## src/shared/efs_pkg.sv

```systemverilog
// Behaviour
// - Peak-search window code n tracks the peak for 8*(n+1) ms, 8 to 128 ms.
// - Silence check window code n spans 8*(n+1) ms, like the echo path delay field.
// - Hang-over code n keeps silence for 8*(n+1) ms after its last detection.
// - Hang-over only applies while silence hysteresis is enabled.
// - A sample counts only if it lies less than the margin below the peak.
// - Peak difference margin code maps 0 to 45 dB in 3 dB steps, reset 12 dB.
// - Qualifying samples are counted from a value derived from the 8-bit init.
// - Silence when the window count ends at or above 512 (64 ms) or 1024 (128 ms).
// - Turbo when any aux magnitude exceeds 351 plus four times the threshold field.
// - Turbo indicates adaptation to a new end echo path.
// - Slow-down disables turbo; effect bit one also limits updates to plus/minus one.
// - Slow-down when large aux count reaches 8 times the limit; zero disables.
// - Large means above turbo threshold minus 32, 16, 8 or 8 by margin code.
// - No hysteresis: silence follows the current window; with it, held for hang-over.
// - Ignore-loud option drops samples with log amplitude above 126.
package efs_pkg;
	localparam int unsigned CLK_MHZ = 100;
	localparam int unsigned TICK_TIME_US = 1000;
	localparam int unsigned CYC_PER_MS = CLK_MHZ * TICK_TIME_US;
	localparam logic [7:0] MS_PER_STEP = 8'h08;
	localparam logic [9:0] IDX_INTERVALS = 10'h073;
	localparam logic [9:0] IDX_HANGOVER = 10'h074;
	localparam logic [9:0] IDX_COUNT_INIT = 10'h075;
	localparam logic [9:0] IDX_TURBO = 10'h077;
	localparam logic [9:0] IDX_SUPERV = 10'h078;
	localparam logic [9:0] IDX_CONFIG = 10'h079;
	localparam logic [9:0] IDX_STATUS = 10'h07C;
	localparam logic [7:0] RST_INTERVALS = 8'h77;
	localparam logic [7:0] RST_HANGOVER = 8'h74;
	localparam logic [7:0] RST_COUNT_INIT = 8'h85;
	localparam logic [7:0] RST_TURBO = 8'h08;
	localparam logic [7:0] RST_SUPERV = 8'h00;
	localparam logic [6:0] RST_CONFIG = 7'h10;
	localparam int unsigned CFG_HYST_BIT = 5;
	localparam int unsigned CFG_IGNORE_BIT = 4;
	localparam int unsigned SUP_EFFECT_BIT = 7;
	localparam logic [11:0] TURBO_BASE = 12'h15F;
	localparam logic [11:0] MARGIN_32 = 12'h020;
	localparam logic [11:0] MARGIN_16 = 12'h010;
	localparam logic [11:0] MARGIN_8 = 12'h008;
	localparam logic [7:0] LOUD_LIMIT = 8'h7E;
	localparam logic [7:0] UNITS_PER_3DB = 8'h02;
	localparam logic [10:0] SILENT_64 = 11'h200;
	localparam logic [10:0] SILENT_128 = 11'h400;
endpackage

```

## src/logic/efs_voice_adapt.sv

```systemverilog
`timescale 1ns/1ps
module efs_voice_adapt import efs_pkg::*; #(
	parameter int unsigned CYC_MS = CYC_PER_MS,
	parameter int unsigned COEF_W = 12,
	parameter int unsigned CNT_W = 10
) (
	input wire logic clk,
	input wire logic arst_n,
	input wire logic ce,
	input wire logic [11:0] address,
	input wire logic read,
	input wire logic write,
	input wire logic [31:0] writedata,
	input wire logic [3:0] byteenable,
	output logic [31:0] readdata,
	output logic waitrequest,
	input wire logic longMode,
	input wire logic sampleValid,
	input wire logic [7:0] sampleAmp,
	input wire logic auxValid,
	input wire logic auxLast,
	input wire logic [COEF_W-1:0] auxMag,
	output logic silenceActive,
	output logic turboActive,
	output logic newPathAdapting,
	output logic slowdownActive,
	output logic limitUpdateOne
);
	localparam int unsigned TW = $clog2(CYC_MS);

	logic [7:0] intervalsQ, hangoverQ, countInitQ, turboQ, supervQ;
	logic [6:0] configQ;
	logic ackQ;
	logic [9:0] regIdx;
	logic req;
	logic [TW-1:0] tickCntQ;
	logic msTick;
	logic [7:0] peakMsQ, winMsQ, hangMsQ;
	logic [7:0] peakLen, winLen, hangLen;
	logic peakEnd, winEnd;
	logic [7:0] peakRunQ, peakQ;
	logic [7:0] diffUnits, peakGap;
	logic qualify;
	logic [10:0] silCntQ, initVal;
	logic winSilentQ, silenceQ;
	logic [11:0] fast_adapt_threshold, largeTh, thrOff;
	logic curBig, curLarge, bigSeenQ, slowNow, turboRegQ, slowRegQ;
	logic [CNT_W-1:0] largeCntQ, largeTot;
	logic [CNT_W+2:0] largeNeed;
	logic hyst;

	function automatic logic [7:0] winMs(input logic [3:0] code);
		winMs = 8'(({4'h0, code} + 8'h01) * MS_PER_STEP);
	endfunction

	// Bus decode
	assign regIdx = address[11:2];
	assign req = read | write;
	assign waitrequest = req & ~ackQ;

	always_ff @(posedge clk or negedge arst_n) begin
		if (!arst_n) begin
			ackQ <= 1'b0;
		end else if (ce) begin
			ackQ <= req & ~ackQ;
		end
	end

	// Writable registers, low byte lane only
	always_ff @(posedge clk or negedge arst_n) begin
		if (!arst_n) begin
			intervalsQ <= RST_INTERVALS;
			hangoverQ <= RST_HANGOVER;
			countInitQ <= RST_COUNT_INIT;
			turboQ <= RST_TURBO;
			supervQ <= RST_SUPERV;
			configQ <= RST_CONFIG;
		end else if (ce && write && !ackQ && byteenable[0]) begin
			unique case (regIdx)
				IDX_INTERVALS: intervalsQ <= writedata[7:0];
				IDX_HANGOVER: hangoverQ <= writedata[7:0];
				IDX_COUNT_INIT: countInitQ <= writedata[7:0];
				IDX_TURBO: turboQ <= {4'h0, writedata[3:0]};
				IDX_SUPERV: supervQ <= writedata[7:0];
				IDX_CONFIG: configQ <= writedata[6:0];
				default: ;
			endcase
		end
	end

	always_ff @(posedge clk or negedge arst_n) begin
		if (!arst_n) begin
			readdata <= 32'h0000_0000;
		end else if (ce && read && !ackQ) begin
			unique case (regIdx)
				IDX_INTERVALS: readdata <= {24'h00_0000, intervalsQ};
				IDX_HANGOVER: readdata <= {24'h00_0000, hangoverQ};
				IDX_COUNT_INIT: readdata <= {24'h00_0000, countInitQ};
				IDX_TURBO: readdata <= {24'h00_0000, turboQ};
				IDX_SUPERV: readdata <= {24'h00_0000, supervQ};
				IDX_CONFIG: readdata <= {25'h000_0000, configQ};
				IDX_STATUS: readdata <= {28'h000_0000, limitUpdateOne, slowRegQ,
					turboRegQ, silenceQ};
				default: readdata <= 32'h0000_0000;
			endcase
		end
	end

	// Millisecond tick
	assign msTick = (tickCntQ == TW'(CYC_MS - 1));

	always_ff @(posedge clk or negedge arst_n) begin
		if (!arst_n) begin
			tickCntQ <= '0;
		end else if (ce) begin
			tickCntQ <= msTick ? '0 : tickCntQ + TW'(1);
		end
	end

	assign peakLen = winMs(intervalsQ[7:4]);
	assign winLen = winMs(intervalsQ[3:0]);
	assign hangLen = winMs(hangoverQ[7:4]);
	assign peakEnd = msTick && (peakMsQ == peakLen - 8'h01);
	assign winEnd = msTick && (winMsQ == winLen - 8'h01);
	assign hyst = configQ[CFG_HYST_BIT];

	// Peak search window
	always_ff @(posedge clk or negedge arst_n) begin
		if (!arst_n) begin
			peakMsQ <= 8'h00;
			peakRunQ <= 8'h00;
			peakQ <= 8'h00;
		end else if (ce) begin
			if (msTick) begin
				peakMsQ <= peakEnd ? 8'h00 : peakMsQ + 8'h01;
			end
			if (peakEnd) begin
				peakQ <= (sampleValid && sampleAmp > peakRunQ) ? sampleAmp : peakRunQ;
				peakRunQ <= 8'h00;
			end else if (sampleValid && sampleAmp > peakRunQ) begin
				peakRunQ <= sampleAmp;
			end
		end
	end

	// Sample criterion
	assign diffUnits = 8'(hangoverQ[3:0] * UNITS_PER_3DB);
	assign peakGap = (peakQ > sampleAmp) ? peakQ - sampleAmp : 8'h00;
	assign qualify = sampleValid && (peakGap < diffUnits)
		&& !(configQ[CFG_IGNORE_BIT] && sampleAmp > LOUD_LIMIT);
	assign initVal = longMode ? {2'b00, countInitQ, 1'b0} : {3'b000, countInitQ};

	// Silence counting window
	always_ff @(posedge clk or negedge arst_n) begin
		if (!arst_n) begin
			winMsQ <= 8'h00;
			silCntQ <= 11'h000;
			winSilentQ <= 1'b0;
		end else if (ce) begin
			if (msTick) begin
				winMsQ <= winEnd ? 8'h00 : winMsQ + 8'h01;
			end
			if (winEnd) begin
				silCntQ <= initVal;
				winSilentQ <= silCntQ >= (longMode ? SILENT_128 : SILENT_64);
			end else if (qualify && silCntQ != 11'h7FF) begin
				silCntQ <= silCntQ + 11'h001;
			end
		end
	end

	// Silence output and hang-over
	always_ff @(posedge clk or negedge arst_n) begin
		if (!arst_n) begin
			hangMsQ <= 8'h00;
			silenceQ <= 1'b0;
		end else if (ce) begin
			if (!hyst) begin
				silenceQ <= winSilentQ;
				hangMsQ <= 8'h00;
			end else if (winSilentQ) begin
				silenceQ <= 1'b1;
				hangMsQ <= 8'h00;
			end else if (silenceQ && msTick) begin
				if (hangMsQ == hangLen - 8'h01) begin
					silenceQ <= 1'b0;
					hangMsQ <= 8'h00;
				end else begin
					hangMsQ <= hangMsQ + 8'h01;
				end
			end
		end
	end
	assign silenceActive = silenceQ;

	// Coefficient supervision
	assign fast_adapt_threshold = TURBO_BASE + {6'h00, turboQ[3:0], 2'b00};
	always_comb begin
		unique case (supervQ[1:0])
			2'b00: thrOff = MARGIN_32;
			2'b01: thrOff = MARGIN_16;
			default: thrOff = MARGIN_8;
		endcase
	end
	assign largeTh = fast_adapt_threshold - thrOff;
	assign curBig = auxValid && (12'(auxMag) > fast_adapt_threshold);
	assign curLarge = auxValid && (12'(auxMag) > largeTh);
	assign largeTot = largeCntQ + CNT_W'(curLarge);
	assign largeNeed = {{(CNT_W-5){1'b0}}, supervQ[6:2], 3'b000};
	assign slowNow = (supervQ[6:2] != 5'h00)
		&& ({3'b000, largeTot} >= largeNeed);

	always_ff @(posedge clk or negedge arst_n) begin
		if (!arst_n) begin
			largeCntQ <= '0;
			bigSeenQ <= 1'b0;
			turboRegQ <= 1'b0;
			slowRegQ <= 1'b0;
		end else if (ce && auxValid) begin
			if (auxLast) begin
				slowRegQ <= slowNow;
				turboRegQ <= (bigSeenQ || curBig) && !slowNow;
				largeCntQ <= '0;
				bigSeenQ <= 1'b0;
			end else begin
				if (largeCntQ != '1) begin
					largeCntQ <= largeTot;
				end
				bigSeenQ <= bigSeenQ || curBig;
			end
		end
	end
	assign turboActive = turboRegQ;
	assign newPathAdapting = turboRegQ;
	assign slowdownActive = slowRegQ;
	assign limitUpdateOne = slowRegQ && supervQ[SUP_EFFECT_BIT];
endmodule

```

## config.mk

```make
export PLATFORM = sky130hd
export DESIGN_NAME = efs_voice_adapt
export DESIGN_NICKNAME = d
export VERILOG_FILES = /design/src/shared/efs_pkg.sv /design/src/logic/efs_voice_adapt.sv
export SDC_FILE = /design/constraint.sdc
export NUM_CORES = 1
export LEC_CHECK = 0
export BUFFER_PORTS_ARGS = -buffer_cell sky130_fd_sc_hd__clkbuf_2
export CAP_MARGIN = 25
export CORE_MARGIN = 2
export CORE_UTILIZATION = 59
export CTS_BUF_LIST = sky130_fd_sc_hd__clkbuf_16
export CTS_CLUSTER_DIAMETER = 30
export DETAILED_ROUTE_END_ITERATION = 8
export GPL_TIMING_DRIVEN = 0
export PLACE_DENSITY = 0.81
export SYNTH_ARGS = -nofsm -noshare
export SYNTH_HDL_FRONTEND = slang
export SYNTH_SLANG_ARGS = --single-unit
```

## constraint.sdc

```tcl
create_clock -name clk -period 6 [get_ports clk]
set_clock_uncertainty 0.1 [all_clocks]
set_input_delay 0.6 -clock clk [delete_from_list [all_inputs] [get_ports clk]]
set_output_delay 0.6 -clock clk [all_outputs]
set_load 0.02 [all_outputs]
```

# Word level (Yosys, flattened, before mapping)

Cells that the tools add are included.

Bits in registers: 159
Logic and storage cells: 127
Bits of input ports: 77

Add/subtract/negate cells: 15
Mux-type cells: 23
Bitwise operators: 3
Reduce and logical (&&, ||, !) cells: 41
Eq/ne operators: 16
Magnitude comparators: 8

Operators with widths:

| operator              | number |
|---|---|
| $mux 8                | 9 |
| $eq 10x7->1 const B   | 7 |
| $pmux 8 s7            | 1 |
| $mux 11               | 3 |
| $reduce_and 2->1      | 13 |
| $add 8x1->8 const B   | 3 |
| $eq 8x8->1            | 3 |
| $sub 8x1->8 const B   | 3 |
| $mux 10               | 2 |
| $logic_and 1x1->1     | 19 |
| $add 17x1->17 const B | 1 |
| $eq 17x17->1 const B  | 1 |
| $mux 17               | 1 |
| $gt 8x8->1            | 2 |
| $add 4x1->5 const B   | 3 |
| $gt 12x10->1          | 1 |
| $gt 12x12->1          | 1 |
| $pmux 6 s2            | 1 |
| $sub 10x12->12        | 1 |
| $add 11x1->11 const B | 1 |
| $ge 11x11->1          | 1 |
| $ne 11x11->1 const B  | 1 |
| $add 10x1->10         | 1 |
| $add 9x6->10 const A  | 1 |
| 18 further kinds      | 26 |

# Depth between registers and ports, before layout

Gate-level depths: netlist of run 1.

Word-level depth: 10
Gate-level depth with buffers: 24

# Least setup slack after synthesis of run 1

No wires, ideal clock.

Path kind: register to register
Start: register turboQ[1]
End: register turboRegQ (netlist: newPathAdapting)
Arrival time: 4.358 ns
Cell stages (with the launch flop): 20
Data required time: 5.775 ns
Setup time: 0.125 ns
Clock period less this slack: 4.583 ns
Setup slack: 1.417 ns
Path buffers: 0
Path through: dfrtp_1 > or3_1 > xor2_1 > ha_1 > a211oi_1 > mux2_2 > ha_1 > a21o_1 > a211oi_1 > o21ai_0 > ha_1 > ha_1 > nand3_1 > xnor2_1 > ha_1 > a21oi_1 > nor2b_1 > o21ai_0 > a21oi_1 > a2111oi_0

Cells in the longest elaborated chain, start to end: 9
Elaborated cells between the ends (all ways): 12
Classes of those cells: add/sub (3); order compare (3); reduce/logical (6)

Ends and longest elaborated chain:

| element                | RTL line               | text |
|---|---|---|
| start, declared        | efs_voice_adapt.sv:31  | `logic [7:0] intervalsQ, hangoverQ, countInitQ, turboQ, supervQ;` |
| start signal, assigned | efs_voice_adapt.sv:83  | `IDX_TURBO: turboQ <= {4'h0, writedata[3:0]};` |
| $add 9x6->10 *         | efs_voice_adapt.sv:197 | `assign fast_adapt_threshold = TURBO_BASE + {6'h00, turboQ[3:0], 2'b00};` |
| $sub 10x12->12         | efs_voice_adapt.sv:205 | `assign largeTh = fast_adapt_threshold - thrOff;` |
| $gt 12x12->1           | efs_voice_adapt.sv:207 | `assign curLarge = auxValid && (12'(auxMag) > largeTh);` |
| $logic_and 1x1->1      | efs_voice_adapt.sv:207 |  |
| $add 10x1->10          | efs_voice_adapt.sv:208 | `assign largeTot = largeCntQ + CNT_W'(curLarge);` |
| $ge 10x8->1            | efs_voice_adapt.sv:211 | `&& ({3'b000, largeTot} >= largeNeed);` |
| $logic_and 1x1->1      | efs_voice_adapt.sv:211 |  |
| $logic_not 1->1        | efs_voice_adapt.sv:222 | `turboRegQ <= (bigSeenQ \|\| curBig) && !slowNow;` |
| $logic_and 1x1->1 *    | efs_voice_adapt.sv:222 |  |
| end signal, assigned   | efs_voice_adapt.sv:222 |  |
| end, declared          | efs_voice_adapt.sv:47  | `logic curBig, curLarge, bigSeenQ, slowNow, turboRegQ, slowRegQ;` |

Mark *: on every way between the ends. The rest lies on a longest branch, timed or not.
A chain may end at the register's enable or synchronous reset.

# Worst setup path in the final report of run 1

Start: register turboQ[0]
End: register turboRegQ (netlist: newPathAdapting)

Same word-level chain as after synthesis.

==> reports/metrics.csv, run 1 <==
metric,value,unit
crit_required,6.19,ns
syn2layout_area_growth,14.4,%
gp_congestion,0.898,
hold_buffers,1,
synthArstFlopShare,100,%
layout-drive-gt1-share,18.2,%
port-buffer-count,59,
finalWirelength,20300,um
worst_setup_path_start_kind,register,
synthCells,941,
switching_share,26.4,%
path_max_fanout,5,
fin_tns_setup,0,ns
synthFlopType,dfrtp_1,
die_x,126,um
htreeDepth,4,
fin_crit_sh,87.3,%
track_usage,26.8,%
yosys_warnings,0,
hp-class,register to register,
crit_arrival,5.43,ns
final_nets,1175,
worst_pin_slew,0.935,ns
ctsLongestPathBuffers,2,
place_hpwl,14900,um
final_cell_mix,"dfrtp_1, nand2_1, nor2_1, o21ai_0, clkbuf_2",
drc_errors,0,
power_density,246,mW/mm^2
row_count,44,
ant_nets,0,
drt-initial-drc-count,645,
cts_buffers,17,
maxSlewViolCount,0,
cts_tree,done,
grt_pass1_wl,34200,um
first_pass_iters,6,
synth_edf_count,0,
hold_violations,0,
coreArea,0.0145,mm^2
synth.ff_latch_count,135,
wl_per_cell,16.4,um
syn_avg_cell_area,9.26,um^2
cp-end-kind,register,
yosysSeqAreaShare,39.0,%
stdcell_area,0.00997,mm^2
vias,7318,
worstSetupPathType,register to register,
viasPerCell,5.90,
rsz0062_at_grt,false,
cts_resized,0,
cts_sinks,135,
finalSetupViolCount,0,
holdPathStages,1,
io_pins,115,
fin_crit,5.24,ns
synth_cell_type_count,71,
die-area,0.0158,mm^2
pwr-share-clk,43.7,%
cts_root_buf,clkbuf_16,
first_global_vias,7008,
power.internal,1800,uW
clk_pin_slew_worst_paths,0.06,ns
slew_headroom,37.3,%
synth.cell_area,0.00872,mm^2
seq_power_share,41.6,%
p_comb_share,14.7,%
layout_commonest_cell,dfrtp_1,
clk-insertion-delay-late,0.43,ns
antenna_found_initial,0,
overflow,0,
worst_r2r_path_depth,19,
start_util,60.2,%
antenna_cells,0,
p_sw,647,uW
dieHeight,126,um
ir_worst_vdd,215,uV
status,"complete, no violations",
post_dp_cell_area,0.00937,mm^2
grt_max_degree,102,
cts_setup_buffers,0,
cap_violations,0,
p_leak,0.00477,uW
max_freq,191,MHz
power by group through the flow:
stage / Clock [uW] / Sequential [uW] / Combinational (uW)
final: 1070 / 1020 / 359
after global routing: 1120 / 1030 / 409
after CTS: 1080 / 1020 / 362
after detailed placement: 0 / 1030 / 359
after global placement: 0 / 1030 / 345
after floorplan: 0 / 1020 / 256
cell families (layout without fill, tap and decap cells):
logic type	count (synthesis)	after routing	share of synthesized area, %
AOI/OAI and AO/OA	207	207	15.4
adders and majority gates	54	54	7.92
muxes	74	74	9.17
other	1	24	0.0430
xor gates and xnor gates	47	47	4.72
DFF	135	135	39.0
buffers and inverters	109	202	5.96
and+or+nand+nor	314	314	17.8
final timing paths:
check | slack [ns] | to | startpoint
worst max register to register | 0.76 | newPathAdapting$_DFFE_PN0P_ | turboQ[0]$_DFFE_PN0P_
worst min-delay path | 0.39 | readdata[1]$_DFFE_PN0P_ | readdata[1]$_DFFE_PN0P_
worst min register to register | 0.39 | readdata[1]$_DFFE_PN0P_ | readdata[1]$_DFFE_PN0P_
max in group asynchronous | 4.44 | intervalsQ[0]$_DFFE_PN1P_ | arst_n
worst max-delay path | 0.76 | newPathAdapting$_DFFE_PN0P_ | turboQ[0]$_DFFE_PN0P_
min in group asynchronous | 0.55 | hangMsQ[4]$_DFFE_PN0P_ | arst_n
Yosys cell counts (6+ instances only):
cell type / number / area share [%]
a22oi_1: 8 / 0.69
a21o_1: 17 / 1.5
dfstp_2: 15 / 4.5
buf_4: 25 / 2.2
mux2_2: 47 / 6.1
and2_1: 9 / 0.65
nand3_1: 39 / 2.2
nand4_1: 22 / 1.6
dfrtp_1: 120 / 34
nand2b_1: 11 / 0.79
ha_1: 52 / 7.5
a211oi_1: 7 / 0.60
inv_1: 50 / 2.2
buf_2: 7 / 0.40
o21ai_0: 61 / 3.5
xor2_1: 20 / 2.0
mux2i_1: 27 / 3.1
clkbuf_1: 26 / 1.1
and3_1: 20 / 1.4
nand2_1: 86 / 3.7
nor2b_1: 11 / 0.79
nor2_1: 64 / 2.8
nor3_1: 22 / 1.3
xnor2_1: 27 / 2.7
a21oi_1: 51 / 2.9
o31ai_1: 6 / 0.52
metrics by stage:
stage / utilization, % / total power, uW / cells / hold WS, ns / worst slack, ns
2_1_floorplan: - / 1280 / 964 / 0.204 / 1.42
6_report: 68.9 / 2450 / 1241 / 0.388 / 0.762
3_5_place_dp: 64.7 / 1390 / 1208 / 0.369 / 0.875
4_1_cts: 68.9 / 2460 / 1241 / 0.382 / 0.775
5_1_grt: 68.9 / 2560 / 1241 / 0.389 / 0.330
3_3_place_gp: 64.4 / 1380 / 1207 / 0.360 / 0.928
critical path, cell delays in order (launching register included):
cell and delay [ns]:
dfrtp_1 0.45, or3_1 0.45, xor2_1 0.39, ha_1 0.32, a211oi_1 0.27, mux2_2 0.37, ha_1 0.29, a21o_1 0.16
a211oi_1 0.21, o21ai_0 0.13, ha_1 0.24, ha_1 0.23, nand3_1 0.19, xnor2_1 0.15, ha_1 0.25, a21oi_1 0.14
nor2b_1 0.07, o21ai_0 0.17, a21oi_1 0.11, a2111oi_0 0.38
layer usage:
metal  GRT usage (%)  share of wire, %
met5               0                 0
met4            9.54               2.0
met3            4.92               5.2
met2            43.8                48
met1            35.9                44
flip-flops by register name, summed over array words and instances, names as in the netlist, 4 cells and up:
signal	count
peakMsQ	8
tickCntQ	17
peakRunQ	8
countInitQ	8
hangoverQ	8
silCntQ	11
intervalsQ	8
hangMsQ	8
configQ	7
largeCntQ	10
peakQ	8
winMsQ	8
supervQ	8
turboQ	4
readdata	8
layout make-up:
| type | count | area (um^2) |
|---|---|---|
| tap | 184 | 230 |
| sequential | 135 | 3400 |
| fill | 1125 | 4510 |
| inverter | 50 | 188 |
| multi-input combinational | 720 | 4890 |
| timing repair buffer | 61 | 342 |
| buffer | 59 | 332 |
| clock inverter | 15 | 170 |
| clock buffer | 17 | 425 |
No activity file was read; power rests on OpenSTA's default activity.
==> inputs of run 2 (changes only) <==
Settings changed: BUFFER_PORTS_ARGS -buffer_cell sky130_fd_sc_hd__clkbuf_2 to unset, CORE_UTILIZATION 59 to 60, DONT_BUFFER_PORTS set to 1, PLACE_DENSITY 0.81 to 0.76.
==> reports/metrics.csv, run 2 (synthesized netlist as in run 1, its figures left out) <==
metric,value,unit
status,"complete, no violations",
coreArea,0.0144,mm^2
slew_headroom,36.0,%
drt-initial-drc-count,593,
clk-insertion-delay-late,0.43,ns
cts_sinks,135,
largest_reg_flops,17,
wl_per_cell,17.5,um
ant_nets,0,
final_nets,1115,
total_power,2330,uW
hold_violations,0,
cts_root_buf,clkbuf_16,
cp_cell_sequence,"or3_1, xor2_1, ha_1, a211oi_1, mux2_2, ha_1, a21o_1, a211oi_1, o21ai_0, ha_1, ha_1, nand3_1, xnor2_1, ha_1, a21oi_1, nor2b_1, o21ai_0, a21oi_1, a2111oi_0",
rsz0062_at_grt,false,
overflow,0,
io_pins,115,
grt_max_degree,136,
path_common_cell,ha_1,
row_count,44,
cp_top_family,compound AO/OA/AOI/OAI gates,
gp_congestion,0.917,
top_regs,"tickCntQ (17), silCntQ (11), largeCntQ (10)",
fin_tns_setup,0,ns
cts_resized,0,
ir_worst_vdd,222,uV
layout-drive-gt1-share,13.2,%
drc_errors,0,
fin_crit_sh,87.0,%
cp.buffers_inverters,0,
cp-end-kind,register,
multiInputGateArea,0.00489,mm^2
finalSetupViolCount,0,
crit_arrival,5.41,ns
max_freq,192,MHz
die_x,125,um
fillCellCount,1173,
ctsLongestPathBuffers,2,
first_global_vias,7002,
maxSlewViolCount,0,
cts_setup_buffers,0,
p_leak,0.00449,uW
grt_pass1_wl,34700,um
slowest_delay,0.46,ns
stdcell_area,0.00961,mm^2
worst_pin_slew,0.953,ns
hold_buffers,1,
top_register,tickCntQ,
cap_violations,0,
worst_setup_path_start_kind,register,
cts_tree,done,
worstSetupPathType,register to register,
fin_crit,5.22,ns
crit_required,6.19,ns
antenna_cells,0,
path_max_fanout,5,
cts_buffers,17,
htreeDepth,4,
antenna_found_initial,0,
vias,7102,
post_dp_cell_area,0.00903,mm^2
final_cell_mix,"dfrtp_1, nand2_1, nor2_1, o21ai_0, inv_1",
clk_pin_slew_worst_paths,0.07,ns
syn2layout_area_growth,10.2,%
first_pass_iters,6,
power_density,242,mW/mm^2
slowest_stage,or3_1,
start_util,60.7,%
ff_latch_area,0.00340,mm^2
place_hpwl,14800,um
track_usage,27.4,%
viasPerCell,6.01,
port-buffer-count,0,
die-area,0.0155,mm^2
dieHeight,125,um
layout_commonest_cell,dfrtp_1,
hp-class,input pin to asynchronous set/reset pin,
finalWirelength,20600,um
-- run 2: changes by cell type in the layout (fill, tap and decap cells not counted) --
cell | before | now
clkbuf_8 | 1 | 0
clkinv_1 | 2 | 3
bufinv_16 | 4 | 2
clkinvlp_4 | 1 | 3
clkinv_2 | 4 | 3
clkbuf_2 | 58 | 0
dlygate4sd3_1 | 1 | 0
-- run 2: layout make-up --
| class | instances | area share, % |
|---|---|---|
| flip-flops and latches | 135 | 35.3 |
| clock inverters | 15 | 1.29 |
| clock buffers | 17 | 4.43 |
| repair buffers | 1 | 0.286 |
| multi-input cells | 720 | 50.9 |
| well taps | 184 | 2.40 |
| inverters | 50 | 1.95 |
| plain buffers | 59 | 3.45 |
-- run 2: worst reg2reg max path: cells and delay by family, from the launching register on --
kind,cells,cell delay (ns)
AOI/OAI and AO/OA,8,1.58
adders and majority gates,5,1.36
and+or+nand+nor,3,0.73
xor gates and xnor gates,2,0.51
DFF,1,0.45
muxes,1,0.38
-- run 2: worst paths after layout --
kind                                          start                     endpoint  slack (ns)  cells after the start
max reg2reg                   turboQ[0]$_DFFE_PN0P_  newPathAdapting$_DFFE_PN0P_        0.78                     19
max in group asynchronous                    arst_n     tickCntQ[12]$_DFFE_PN0P_        5.24                      1
min                                          arst_n         peakQ[5]$_DFFE_PN0P_        0.05                      1
min reg2reg                tickCntQ[14]$_DFFE_PN0P_     tickCntQ[14]$_DFFE_PN0P_        0.39                      1
max                           turboQ[0]$_DFFE_PN0P_  newPathAdapting$_DFFE_PN0P_        0.78                     19
min in group clk                       writedata[0]        turboQ[0]$_DFFE_PN0P_        0.21                      2
-- run 2: where the power goes --
| part | switching [uW] | internal [uW] | total [uW] |
|---|---|---|---|
| Clock | 387 | 597 | 983 |
| Sequential | 52.1 | 968 | 1020 |
| Combinational | 186 | 141 | 327 |
-- run 2: metrics by stage --
| stage | setup WS (ns) | hold WS (ns) | instances | util (%) |
|---|---|---|---|---|
| after CTS | 0.783 | 0.0996 | 1181 | 66.9 |
| after global placement | 0.954 | 0.207 | 1148 | 62.9 |
| final | 0.783 | 0.0541 | 1181 | 66.9 |
| after detailed placement | 0.860 | 0.207 | 1148 | 62.9 |
| after floorplan | 1.42 | 0.204 | 964 | - |
| after global routing | 0.282 | 0.113 | 1181 | 66.9 |
-- run 2: metal layers --
layer	GRT usage, %	part of all wire [%]
met1	37.2	45
met2	43.8	48
met3	6.19	5.8
met4	9.19	1.8
met5	0	0
==> inputs of run 3 (changes only) <==
Settings changed: CTS_BUF_LIST sky130_fd_sc_hd__clkbuf_16 to sky130_fd_sc_hd__clkbuf_4, GPL_ROUTABILITY_DRIVEN set to 0.
==> reports/metrics.csv, run 3 (synthesized netlist as in run 1, its figures left out) <==
metric,value,unit
worstHoldStart,writedata[0],
track_usage,26.6,%
grt_max_degree,136,
fin_crit,5.26,ns
maxSlewViolCount,0,
slew_headroom,42.8,%
hold_violations,0,
path_common_cell,ha_1,
worstSetupPathType,register to register,
cap_violations,0,
layout-drive-gt1-share,13.7,%
ctsLongestPathBuffers,2,
rsz0062_at_grt,false,
cts_sinks,135,
start_util,60.7,%
ant_nets,0,
cp_top_family,compound AO/OA/AOI/OAI gates,
final_nets,1117,
status,"complete, no violations",
die_x,125,um
worst_setup_path_start_kind,register,
layout_commonest_cell,dfrtp_1,
drt-initial-drc-count,490,
holdPathStages,2,
cts_buffers,17,
fin_crit_sh,87.7,%
antenna_found_initial,1,
largest_reg_flops,17,
p_leak,0.00435,uW
vias,7032,
worst_r2r_path_depth,20,
overflow,0,
io_pins,115,
htreeDepth,4,
cts_resized,0,
cp-end-kind,register,
dieHeight,125,um
pre_cts_slack,0.835,ns
place_hpwl,14700,um
viasPerCell,5.94,
port-buffer-count,0,
top_regs,"tickCntQ (17), silCntQ (11), largeCntQ (10)",
slowest_stage,dfrtp_1,
grt_pass1_wl,33500,um
min_to,turboQ[0]$_DFFE_PN0P_,
hp-class,input pin to register,
finalWirelength,20100,um
finalSetupViolCount,0,
final_cell_mix,"dfrtp_1, nand2_1, nor2_1, o21ai_0, ha_1",
cts_setup_buffers,0,
clk-insertion-delay-late,0.56,ns
clk_pin_slew_worst_paths,0.12,ns
r2r-start,turboQ[0]$_DFFE_PN0P_,
power_density,204,mW/mm^2
cp_cell_sequence,"or3_1, xor2_1, ha_1, a21oi_1, o21ai_0, xnor2_1, ha_1, a21o_1, a21o_1, a211oi_1, o21ai_0, ha_1, ha_1, nand3_1, nand2b_1, nor3b_1, o21bai_1, o21ai_0, a21oi_1, a2111oi_0",
timing.final.ws_setup,0.736,ns
max_freq,190,MHz
r2r_setup_slack,0.74,ns
ir_worst_vdd,140,uV
cts_tree,done,
hold_buffers,2,
crit_required,6.34,ns
crit_arrival,5.60,ns
cts_root_buf,clkbuf_4,
path_max_fanout,5,
slowest_delay,0.48,ns
die-area,0.0155,mm^2
top_register,tickCntQ,
total_power,1900,uW
timing.rr.end,newPathAdapting$_DFFE_PN0P_,
first_global_vias,6662,
first_pass_iters,5,
drc_errors,0,
wl_per_cell,16.9,um
fin_tns_setup,0,ns
fillCellCount,1221,
row_count,44,
worst_pin_slew,0.855,ns
cp.buffers_inverters,0,
coreArea,0.0144,mm^2
syn2layout_area_growth,7.05,%
==> run 3: how the worst max path moves through the flow <==
stage | startpoint | end | slack [ns] | depth (start not counted)
6_report | turboQ[0]$_DFFE_PN0P_ | newPathAdapting$_DFFE_PN0P_ | 0.74 | 20
5_1_grt | turboQ[0]$_DFFE_PN0P_ | newPathAdapting$_DFFE_PN0P_ | 0.39 | 21
4_1_cts | turboQ[0]$_DFFE_PN0P_ | newPathAdapting$_DFFE_PN0P_ | 0.77 | 20
3_5_place_dp | turboQ[0]$_DFFE_PN0P_ | newPathAdapting$_DFFE_PN0P_ | 0.83 | 21
3_3_place_gp | turboQ[0]$_DFFE_PN0P_ | newPathAdapting$_DFFE_PN0P_ | 0.88 | 20
2_1_floorplan | turboQ[1]$_DFFE_PN0P_ | newPathAdapting$_DFFE_PN0P_ | 1.42 | 19
==> run 3: layout make-up <==
class	instances	area [um^2]	share of cell area (%)
multi-input combinational	720	4890	52.4
tap	184	230	2.47
timing repair buffer	3	45.0	0.483
inverter	50	188	2.01
antenna	1	2.50	0.0268
clock inverter	13	108	1.15
sequential	135	3400	36.4
buffer	59	332	3.55
clock buffer	19	143	1.53
==> run 3: routing by layer <==
metal	GRT usage, %	wire [um]
met1	36.8	9310
met2	42.7	9540
met3	5.07	880
met4	7.87	332
met5	0	0
==> run 3: metrics by stage <==
stage	instances	hold slack (ns)	area [um^2]	util, %
3_3_place_gp	1148	0.207	9030	62.9
5_1_grt	1184	0.0438	9330	65.0
2_1_floorplan	964	0.204	8800	-
6_report	1184	0.0565	9330	65.0
3_5_place_dp	1148	0.207	9030	62.9
4_1_cts	1182	0.0357	9320	64.9
==> run 3: report_power, final <==
group	switching [uW]	leakage (uW)	internal, uW	total, uW
clock network	349	0.000127	210	559
logic	184	0.00245	142	326
registers	53.9	0.00177	966	1020
